<file path="src/rtl/xport_pkg.sv">
/*
 * shared constants and carriers for the expansion port engine
 * assumes a single 50 MHz system clock and pins sampled through synchronisers
 */
package xport_pkg;
    localparam int DATA_W = 32;
    // pins that pass the synchronisers: 6 control pins, 2 straps, data
    localparam int SYNC_W = 8 + DATA_W;
    // strobe phases in system clock cycles
    localparam logic [3:0] SETUP_CYC = 4'h2;
    localparam logic [3:0] STROBE_CYC = 4'h6;
    localparam logic [3:0] HOLD_CYC = 4'h3;
    // cycles after reset release before straps are taken (filter fill plus one)
    localparam logic [2:0] STRAP_CYC = 3'h4;
    // host port targets selected by the control input
    localparam logic TARGET_ADDR = 1'b0;
    localparam logic TARGET_DATA = 1'b1;
    // host mode strap value for asynchronous host mode
    localparam logic HOST_MODE_ASYNC = 1'b0;
    // reset values
    localparam logic [DATA_W-1:0] ADDR_RESET = 32'h0000_0000;
    localparam logic [DATA_W-1:0] DATA_RESET = 32'h0000_0000;

    typedef enum {M_IDLE, M_REQ, M_SETUP, M_STROBE, M_HOLD, M_DONE, M_REL} master_state_e;
    typedef enum {S_IDLE, S_WAIT, S_DONE} slave_state_e;

    // transfer that local logic asks the outbound port to perform
    typedef struct packed {
        logic write;
        logic target;
        logic [DATA_W-1:0] wdata;
    } master_req_s;

    // access that the far master makes into local memory
    typedef struct packed {
        logic write;
        logic [DATA_W-1:0] addr;
        logic [DATA_W-1:0] wdata;
    } host_acc_s;
endpackage

</file>
<file path="src/rtl/xport_engine.sv">
/*
 * expansion port engine of one processor: outbound asynchronous master,
 * inbound asynchronous host slave and hold/grant arbitration.
 * assumes external glue forms the slave select and buffers contended lines;
 * all pin inputs are asynchronous and pass four flip-flops: three synchroniser stages and a filter.
 */
// What this block does
// RULE1 - arbiter strap 1 takes hold request in, drives grant; 0 does the reverse
// RULE2 - non-arbiter asks with hold request; arbiter answers with grant, wired directly
// RULE3 - glue forms slave select from master space select, read and write strobes
// RULE4 - slave read/write select comes from master output enable, low means read
// RULE5 - slave stalls master with ready; master samples ready as input
// RULE6 - slave control input picks address register or data path
// RULE7 - data lines isolated during reset; switch closed afterwards by an output (none here; the far model switch follows rst_n)
// RULE8 - with more processors, add address decode into slave select
// RULE9 - port control outputs always driven; read/write select driven while master
// RULE10 - glue tri-states each output enable when not master nor transacting
// RULE11 - slave drives ready continuously; both may be slaves during hand-over
// RULE12 - glue disables both ready outputs while both processors are slaves
// RULE13 - each ready line has a pull-up for an inactive level
// RULE14 - buffer enables follow which processor is master, both off in hand-over
// RULE15 - buffer enables equal the given functions of space selects and grant
// RULE16 - host port strapped at reset for asynchronous host mode with bit 0
// RULE17 - glue logic is purely combinational with no clock or state
`timescale 1ns/100ps
module xport_engine
    import xport_pkg::*;
(
    // clock and reset
    input wire logic clk_sys,
    input wire logic rst_n,
    // reset straps
    input wire logic internal_arbiter_enable,
    input wire logic host_mode_strap,
    // arbitration pins
    input wire logic bus_hold_request_i,
    output logic bus_hold_request_o,
    output logic bus_hold_request_oe,
    input wire logic bus_hold_grant_i,
    output logic bus_hold_grant_o,
    output logic bus_hold_grant_oe,
    // outbound master pins
    output logic master_space0_select_n,
    output logic master_read_strobe_n,
    output logic master_write_strobe_n,
    output logic master_output_enable_n,
    output logic master_address_bit2,
    // inbound host pins
    input wire logic slave_chip_select_n,
    input wire logic slave_target_control,
    input wire logic slave_rw_select_i,
    output logic slave_rw_select_o,
    output logic slave_rw_select_oe,
    input wire logic slave_ready_i,
    output logic slave_ready_o,
    output logic slave_ready_oe,
    // shared data lines
    input wire logic [DATA_W-1:0] shared_data_lines_i,
    output logic [DATA_W-1:0] shared_data_lines_o,
    output logic shared_data_lines_oe,
    // local request to the outbound master
    input wire logic req_valid,
    input wire master_req_s req,
    output logic req_ready,
    output logic resp_valid,
    output logic [DATA_W-1:0] resp_rdata,
    // local memory access from the inbound host
    output logic acc_valid,
    output host_acc_s acc,
    input wire logic acc_ready,
    input wire logic [DATA_W-1:0] acc_rdata,
    // status
    output logic bus_owner
);
    logic [SYNC_W-1:0] pin_raw, s1_r, s2_r, s3_r, filt_r;
    logic hold_req_f, grant_f, cs_n_f, cntl_f, rw_f, ready_f, arb_pin_f, host_mode_strap_pin_f;
    logic [DATA_W-1:0] data_f;
    logic [2:0] strap_cnt_r, strap_cnt_nxt;
    logic cfg_ok_r, cfg_ok_nxt, arb_r, arb_nxt, host_async_r, host_async_nxt;
    logic owns;

    assign pin_raw = {bus_hold_request_i, bus_hold_grant_i, slave_chip_select_n, slave_target_control,
                      slave_rw_select_i, slave_ready_i, internal_arbiter_enable, host_mode_strap,
                      shared_data_lines_i};

    // three-stage synchroniser per pin; value changes once stages two and three agree
    genvar gi;
    generate
        for (gi = 0; gi < SYNC_W; gi = gi + 1)
        begin : g_sync
            always_ff @(posedge clk_sys or negedge rst_n)
            begin
                if (!rst_n)
                begin
                    s1_r[gi] <= 1'b0;
                    s2_r[gi] <= 1'b0;
                    s3_r[gi] <= 1'b0;
                    filt_r[gi] <= 1'b0;
                end
                else
                begin
                    s1_r[gi] <= pin_raw[gi];
                    s2_r[gi] <= s1_r[gi];
                    s3_r[gi] <= s2_r[gi];
                    if (s2_r[gi] == s3_r[gi])
                        filt_r[gi] <= s3_r[gi];
                end
            end
        end
    endgenerate

    assign {hold_req_f, grant_f, cs_n_f, cntl_f, rw_f, ready_f, arb_pin_f, host_mode_strap_pin_f, data_f} = filt_r;

    // strap capture once the synchronisers have filled after reset
    always_comb
    begin
        strap_cnt_nxt = strap_cnt_r;
        cfg_ok_nxt = cfg_ok_r;
        arb_nxt = arb_r;
        host_async_nxt = host_async_r;
        if (!cfg_ok_r)
        begin
            if (strap_cnt_r == STRAP_CYC)
            begin
                cfg_ok_nxt = 1'b1;
                arb_nxt = arb_pin_f; // [RULE1]
                host_async_nxt = (host_mode_strap_pin_f == HOST_MODE_ASYNC); // [RULE16]
            end
            else
                strap_cnt_nxt = strap_cnt_r + 3'h1;
        end
    end

    always_ff @(posedge clk_sys or negedge rst_n)
    begin
        if (!rst_n)
        begin
            strap_cnt_r <= 3'h0;
            cfg_ok_r <= 1'b0;
            arb_r <= 1'b0;
            host_async_r <= 1'b0;
        end
        else
        begin
            strap_cnt_r <= strap_cnt_nxt;
            cfg_ok_r <= cfg_ok_nxt;
            arb_r <= arb_nxt;
            host_async_r <= host_async_nxt;
        end
    end

    // ---- outbound master and arbitration ----
    master_state_e mst_r, mst_nxt;
    master_req_s cur_r, cur_nxt;
    logic [3:0] cnt_r, cnt_nxt;
    logic grant_r, grant_nxt, hreq_r, hreq_nxt;
    logic sel_n_r, sel_n_nxt, re_n_r, re_n_nxt, we_n_r, we_n_nxt, oe_n_r, oe_n_nxt;
    logic mdrive_r, mdrive_nxt, done_r, done_nxt;
    logic [DATA_W-1:0] rdata_r, rdata_nxt;

    // arbiter grants only while its own master is idle; owner flag follows grant
    assign owns = cfg_ok_r & (arb_r ? ~grant_r : grant_f);

    always_comb
    begin
        mst_nxt = mst_r;
        cur_nxt = cur_r;
        cnt_nxt = cnt_r;
        grant_nxt = grant_r;
        hreq_nxt = hreq_r;
        sel_n_nxt = sel_n_r;
        re_n_nxt = re_n_r;
        we_n_nxt = we_n_r;
        oe_n_nxt = oe_n_r;
        mdrive_nxt = mdrive_r;
        done_nxt = 1'b0;
        rdata_nxt = rdata_r;
        // arbiter side: answer hold request with grant while idle and no local request waits, drop it when request drops
        if (cfg_ok_r && arb_r)
        begin
            if (!hold_req_f)
                grant_nxt = 1'b0;
            else if (mst_r == M_IDLE && !(req_valid && !grant_r))
                grant_nxt = 1'b1; // [RULE2]
        end
        case (mst_r)
            M_IDLE:
            begin
                if (cfg_ok_r && req_valid)
                begin
                    cur_nxt = req;
                    if (arb_r)
                    begin
                        if (!grant_r && !hold_req_f)
                            mst_nxt = M_SETUP;
                    end
                    else
                    begin
                        hreq_nxt = 1'b1; // [RULE2]
                        mst_nxt = M_REQ;
                    end
                end
            end
            M_REQ:
            begin
                if (grant_f) // [RULE1]
                    mst_nxt = M_SETUP;
            end
            M_SETUP:
            begin
                sel_n_nxt = 1'b0;
                oe_n_nxt = cur_r.write; // low output enable marks a read
                mdrive_nxt = cur_r.write;
                if (cnt_r == SETUP_CYC - 4'h1)
                begin
                    cnt_nxt = 4'h0;
                    re_n_nxt = cur_r.write;
                    we_n_nxt = ~cur_r.write;
                    mst_nxt = M_STROBE;
                end
                else
                    cnt_nxt = cnt_r + 4'h1;
            end
            M_STROBE:
            begin
                if (cnt_r < STROBE_CYC - 4'h1)
                    cnt_nxt = cnt_r + 4'h1;
                else if (ready_f) // stall until far slave is ready [RULE5]
                begin
                    cnt_nxt = 4'h0;
                    re_n_nxt = 1'b1;
                    we_n_nxt = 1'b1;
                    rdata_nxt = cur_r.write ? rdata_r : data_f;
                    mst_nxt = M_HOLD;
                end
            end
            M_HOLD:
            begin
                if (cnt_r == HOLD_CYC - 4'h1)
                begin
                    cnt_nxt = 4'h0;
                    sel_n_nxt = 1'b1;
                    oe_n_nxt = 1'b1;
                    mdrive_nxt = 1'b0;
                    mst_nxt = M_DONE;
                end
                else
                    cnt_nxt = cnt_r + 4'h1;
            end
            M_DONE:
            begin
                done_nxt = 1'b1;
                hreq_nxt = 1'b0;
                mst_nxt = arb_r ? M_IDLE : M_REL;
            end
            M_REL:
            begin
                if (!grant_f)
                    mst_nxt = M_IDLE;
            end
            default:
                mst_nxt = M_IDLE;
        endcase
    end

    always_ff @(posedge clk_sys or negedge rst_n)
    begin
        if (!rst_n)
        begin
            mst_r <= M_IDLE;
            cur_r <= '0;
            cnt_r <= 4'h0;
            grant_r <= 1'b0;
            hreq_r <= 1'b0;
            sel_n_r <= 1'b1;
            re_n_r <= 1'b1;
            we_n_r <= 1'b1;
            oe_n_r <= 1'b1;
            mdrive_r <= 1'b0;
            done_r <= 1'b0;
            rdata_r <= DATA_RESET;
        end
        else
        begin
            mst_r <= mst_nxt;
            cur_r <= cur_nxt;
            cnt_r <= cnt_nxt;
            grant_r <= grant_nxt;
            hreq_r <= hreq_nxt;
            sel_n_r <= sel_n_nxt;
            re_n_r <= re_n_nxt;
            we_n_r <= we_n_nxt;
            oe_n_r <= oe_n_nxt;
            mdrive_r <= mdrive_nxt;
            done_r <= done_nxt;
            rdata_r <= rdata_nxt;
        end
    end

    // ---- inbound asynchronous host slave ----
    slave_state_e slv_r, slv_nxt;
    logic cs_q_r, cs_q_nxt, rdy_r, rdy_nxt, sdrive_r, sdrive_nxt, acc_v_r, acc_v_nxt;
    logic [DATA_W-1:0] haddr_r, haddr_nxt, sdata_r, sdata_nxt;
    host_acc_s acc_r, acc_nxt;

    always_comb
    begin
        slv_nxt = slv_r;
        cs_q_nxt = cs_n_f;
        rdy_nxt = rdy_r;
        sdrive_nxt = sdrive_r;
        acc_v_nxt = acc_v_r;
        haddr_nxt = haddr_r;
        sdata_nxt = sdata_r;
        acc_nxt = acc_r;
        case (slv_r)
            S_IDLE:
            begin
                if (!owns && host_async_r && cs_q_r && !cs_n_f) // select fell
                begin
                    if (cntl_f == TARGET_ADDR) // [RULE6]
                    begin
                        if (rw_f)
                            haddr_nxt = data_f;
                        sdata_nxt = haddr_r;
                        slv_nxt = S_DONE;
                    end
                    else
                    begin
                        rdy_nxt = 1'b0; // hold master off [RULE5]
                        acc_v_nxt = 1'b1;
                        acc_nxt.write = rw_f;
                        acc_nxt.addr = haddr_r;
                        acc_nxt.wdata = data_f;
                        slv_nxt = S_WAIT;
                    end
                end
            end
            S_WAIT:
            begin
                if (acc_ready)
                begin
                    acc_v_nxt = 1'b0;
                    sdata_nxt = acc_rdata;
                    haddr_nxt = haddr_r + 32'h0000_0004;
                    slv_nxt = S_DONE;
                end
            end
            S_DONE:
            begin
                rdy_nxt = 1'b1;
                sdrive_nxt = ~rw_f & ~cs_n_f; // low read/write select marks a read
                if (cs_n_f)
                    slv_nxt = S_IDLE;
            end
            default:
                slv_nxt = S_IDLE;
        endcase
    end

    always_ff @(posedge clk_sys or negedge rst_n)
    begin
        if (!rst_n)
        begin
            slv_r <= S_IDLE;
            cs_q_r <= 1'b1;
            rdy_r <= 1'b1;
            sdrive_r <= 1'b0;
            acc_v_r <= 1'b0;
            haddr_r <= ADDR_RESET;
            sdata_r <= DATA_RESET;
            acc_r <= '0;
        end
        else
        begin
            slv_r <= slv_nxt;
            cs_q_r <= cs_q_nxt;
            rdy_r <= rdy_nxt;
            sdrive_r <= sdrive_nxt;
            acc_v_r <= acc_v_nxt;
            haddr_r <= haddr_nxt;
            sdata_r <= sdata_nxt;
            acc_r <= acc_nxt;
        end
    end

    // pin drivers: port controls always driven, role pins by strap
    assign bus_hold_request_o = hreq_r;
    assign bus_hold_request_oe = cfg_ok_r & ~arb_r; // [RULE1]
    assign bus_hold_grant_o = grant_r;
    assign bus_hold_grant_oe = cfg_ok_r & arb_r; // [RULE1]
    assign master_space0_select_n = sel_n_r; // [RULE9]
    assign master_read_strobe_n = re_n_r;
    assign master_write_strobe_n = we_n_r;
    assign master_output_enable_n = oe_n_r; // [RULE9]
    assign master_address_bit2 = cur_r.target;
    assign slave_rw_select_o = oe_n_r;
    assign slave_rw_select_oe = owns; // [RULE9]
    assign slave_ready_o = rdy_r;
    assign slave_ready_oe = cfg_ok_r & ~owns; // [RULE11]
    assign shared_data_lines_o = mdrive_r ? cur_r.wdata : sdata_r;
    assign shared_data_lines_oe = mdrive_r | sdrive_r;
    assign req_ready = (mst_r == M_IDLE) & cfg_ok_r & (arb_r ? (~grant_r & ~hold_req_f) : 1'b1);
    assign resp_valid = done_r;
    assign resp_rdata = rdata_r;
    assign acc_valid = acc_v_r;
    assign acc = acc_r;
    assign bus_owner = owns;
endmodule

</file>
<file path="config.mk">
export PLATFORM = sky130hd
export DESIGN_NAME = xport_engine
export DESIGN_NICKNAME = d
export VERILOG_FILES = /design/src/rtl/xport_pkg.sv /design/src/rtl/xport_engine.sv
export SDC_FILE = /design/constraint.sdc
export NUM_CORES = 1
export LEC_CHECK = 0
export BUFFER_PORTS_ARGS = -buffer_cell sky130_fd_sc_hd__buf_2
export CAP_MARGIN = 20
export CORE_ASPECT_RATIO = 0.6
export CORE_UTILIZATION = 50
export DETAILED_ROUTE_END_ITERATION = 16
export GPL_TIMING_DRIVEN = 0
export PLACE_DENSITY = 0.75
export SKIP_CTS_REPAIR_TIMING = 1
export SYNTH_ARGS = -nofsm -noshare
export SYNTH_HDL_FRONTEND = slang
export SYNTH_SLANG_ARGS = --single-unit
</file>
<file path="constraint.sdc">
create_clock -name clk_sys -period 2.12 [get_ports clk_sys]
set_input_delay 0.424 -clock clk_sys [delete_from_list [all_inputs] [get_ports clk_sys]]
set_output_delay 0.424 -clock clk_sys [all_outputs]
set_load 0.01 [all_outputs]
</file>
==> results.yml <==
placement:
  dp_cells: 1702
  dp_hpwl_um: 26670
  place_congestion: 0.8962
  placed_cell_area_sq_um: 16540
  numPortBuffers: 256
logic_synthesis:
  synthArstFlopShare: 1.000
  yosysWarningCount: 0
  synth_seq_cells: 382
  synth_top_cell_by_area: "dfrtp_1"
  yosysUniqueCellTypes: 55
  synth-main-ff-cell: "dfrtp_1"
  syn-num-nets: 1185
  synth.top_cells.by_area: "dfrtp_1, mux2_2, mux2_4"
  synth-edff-count: 0
  yosysSeqAreaShare: 0.6508
  synthCells: 1068
  synth.top_cell.area_share: 0.6401
  syn_area_sq_um: 14700
  avgSynthCellArea_sq_um: 13.76
power_and_ir_drop:
  p_leak_nw: 8.735
  p_per_area_nw_per_um2: 1431
  vdd_ir_drop_max_uv: 775.6
  finalPower_mw: 26.86
sta:
  fin_crit_sh: 1.058
  fmax_ghz: 0.4458
  final-hold-violation-count: 0
  finalSetupViolations: 59
  rsz0062_at_grt: "yes"
  slew_headroom: 0.4738
  whs_ns: 0.01792
  skew_ns: 0.02393
  slew_violations: 0
  final.setup.tns_ns: -3.075
  period_needed_ns: 2.243
  tightest_slew_ns: 0.7893
  timing.final.ws_setup_ns: -0.1230
detailed_routing:
  first_pass_iters: 5
  ant_nets: 0
  drt_iter0_drc: 1137
  drt-total-wl_um: 37960
  drcViolationCount: 0
  avgViaCountPerCell: 5.522
  wl_per_cell_um: 20.87
  vias: 10050
layout:
  fill_cells: 2094
  regArea_sq_um: 9572
  multi_input_comb_area_sq_um: 4918
  areaGrowthSynthToFinish_pct: 27.71
  final_cell_area_sq_um: 18770
  stdcell_count: 1819
  drive_gt1_frac: 0.3960
  fin_nets: 1532
floorplan:
  fp.dieH_um: 134.8
  num_rows: 48
  core_sq_um: 28830
  die_x_um: 223.4
  die_area_sq_um: 30110
  start_util: 0.5099
  ios: 257
critical_path:
  slowest_stage: "or3_4"
  worstSetupPathDepth: 6
  rr_worst_depth: 9
  rrSetupSlack_ns: -0.08
  r2r-start: "arb_r$_DFFE_PN0P_"
  crit_fanout: 5
  critical_path_buf_inv_count: 4
  cp_cell_sequence: "buf_6, and2_4, or3_4, inv_2, buf_6, buf_6"
  slowest_delay_ns: 0.40
  end_kind: "output pin"
  crit_path_start_kind: "flop"
  worstPathRequired_ns: 1.70
  crit_family: "simple AND/OR/NAND/NOR gates"
  cpMostUsedCell: "buf_6"
  r2r_end: "acc[51]$_DFFE_PN0P_"
  cp.arrival_ns: 1.82
  critPathKind: "flop to output pin"
status:
  violations: "setup timing"
  outcome: "complete, but fails checks"
clock_tree:
  cts_max_level: 2
  cts_tree: "built"
  clk_path_buf_depth: 3
  cts.sinks: 382
  cts_root_buf: "clkbuf_16"
  cts.reportedPaths.clkPinSlew_ns: 0.07
  cts_inserted_buffers: 36
  clkLatencyLatePin_ns: 0.53
hold_path:
  worstHoldPathType: "input port to flop"
  hold_end: "s1_r[16]$_DFF_PN0_"
  worstHoldPathCells: 1
  hold_path_startpoint: "shared_data_lines_i[16]"
grt:
  grt_antenna_before_repair: 2
  grt_max_degree: 114
  grt_pass1_wl_um: 56770
  gr-usage-all-layers: 0.2482
  grt_pass1_vias: 9602
  grt-ovfl-total: 0
job:
  cap_violations: 0
==> Yosys cell counts (14+ instances only) <==
| cell | number |
|---|---|
| a21oi_1 | 75 |
| a2bb2oi_1 | 18 |
| clkbuf_1 | 38 |
| dfrtp_1 | 376 |
| inv_1 | 15 |
| maj3_1 | 40 |
| mux2_2 | 137 |
| mux2_4 | 28 |
| mux2i_1 | 34 |
| nand2_1 | 40 |
| nand3_1 | 27 |
| nand4_1 | 14 |
| nor2_1 | 62 |
| o21ai_0 | 39 |
| o22ai_1 | 14 |
==> final cells by class <==
type                    count  share of cell area
well taps                 375             0.02499
inverters                  15            0.002999
flip-flops and latches    382              0.5098
clock inverters            15             0.01426
clock buffers              50             0.05571
diodes                      2           0.0002666
plain buffers              57             0.02253
multi-input cells         610              0.2620
repair buffers            313              0.1074
==> cells in the final DEF (no fill, tap or decap), types with 4 or more instances in the layout <==
master and n:
dfrtp_1 372, buf_2 241, mux2_2 122, a21oi_1 74, nor2_1 58, mux2_4 43, nand2_1 40, maj3_1 40
clkbuf_16 39, o21ai_0 37, dlygate4sd3_1 35, mux2i_1 34, buf_6 27, nand3_1 27, buf_4 24, clkbuf_1 22
a2bb2oi_1 18, inv_1 14, nand4_1 14, o22ai_1 14, clkbuf_2 10, and3_1 9, ha_1 7, bufinv_16 7
dfstp_2 6, nor3b_1 5, buf_8 5, clkinv_2 5, clkbuf_8 5, buf_12 4, a32oi_1 4, nor3_1 4
dfrtp_2 4
==> per-stage QoR <==
stage                     utilization  setup slack [ns]
after CTS                      0.6194           -0.5798
after global routing           0.6511           -0.1712
after detailed placement       0.5739           -0.5608
final                          0.6513           -0.1230
after floorplan                     -           0.08123
after global placement         0.5707            -6.647
==> power by group <==
group,total [mW],internal [mW],switching (mW)
clock,7.09,4.33,2.76
sequential,11.4,9.46,1.90
combinational,8.40,4.47,3.94
total,26.9,18.3,8.60
==> how the worst max path moves through the flow <==
stage                     slack [ns]                    endpoint            startpoint
after floorplan                 0.08         acc[38]$_DFFE_PN0P_     arb_r$_DFFE_PN0P_
after global placement         -6.65   resp_rdata[4]$_DFFE_PN0P_                 rst_n
after detailed placement       -0.56  resp_rdata[11]$_DFFE_PN0P_  cnt_r[0]$_DFFE_PN0P_
after CTS                      -0.58      shared_data_lines_o[4]  mdrive_r$_DFFE_PN0P_
after global routing           -0.17          slave_rw_select_oe     arb_r$_DFFE_PN0P_
final                          -0.12          slave_rw_select_oe     arb_r$_DFFE_PN0P_
==> cell families (layout without fill, tap and decap cells) <==
group / Yosys count / after routing / synth area share
AOI/OAI and AO/OA: 172 / 172 / 0.07013
xor gates and xnor gates: 3 / 3 / 0.001788
and+or+nand+nor: 188 / 188 / 0.06247
buffers and inverters: 76 / 450 / 0.02417
DFF: 382 / 382 / 0.6508
muxes: 200 / 200 / 0.1575
other: 0 / 2 / 0
adders and majority gates: 47 / 47 / 0.03319
==> per-layer routing <==
metal | vias to the layer above | routed length [um] | global-route usage
met3 | 56 | 3606 | 0.07332
li1 | 4512 | - | -
met4 | 0 | 537 | 0.05213
met5 | - | 0 | 0
met1 | 5009 | 17230 | 0.3725
met2 | 468 | 16590 | 0.3582
==> state kept, by name, indices dropped and copies added, names as in the netlist, 2 cells and up <==
register	cells
acc	65
s1_r	40
s2_r	40
s3_r	40
cur_r	33
data_f	32
haddr_r	32
resp_rdata	32
sdata_r	32
cnt_r	4
mst_r	3
strap_cnt_r	3
slv_r	2
No activity file was read; power rests on OpenSTA's default activity.
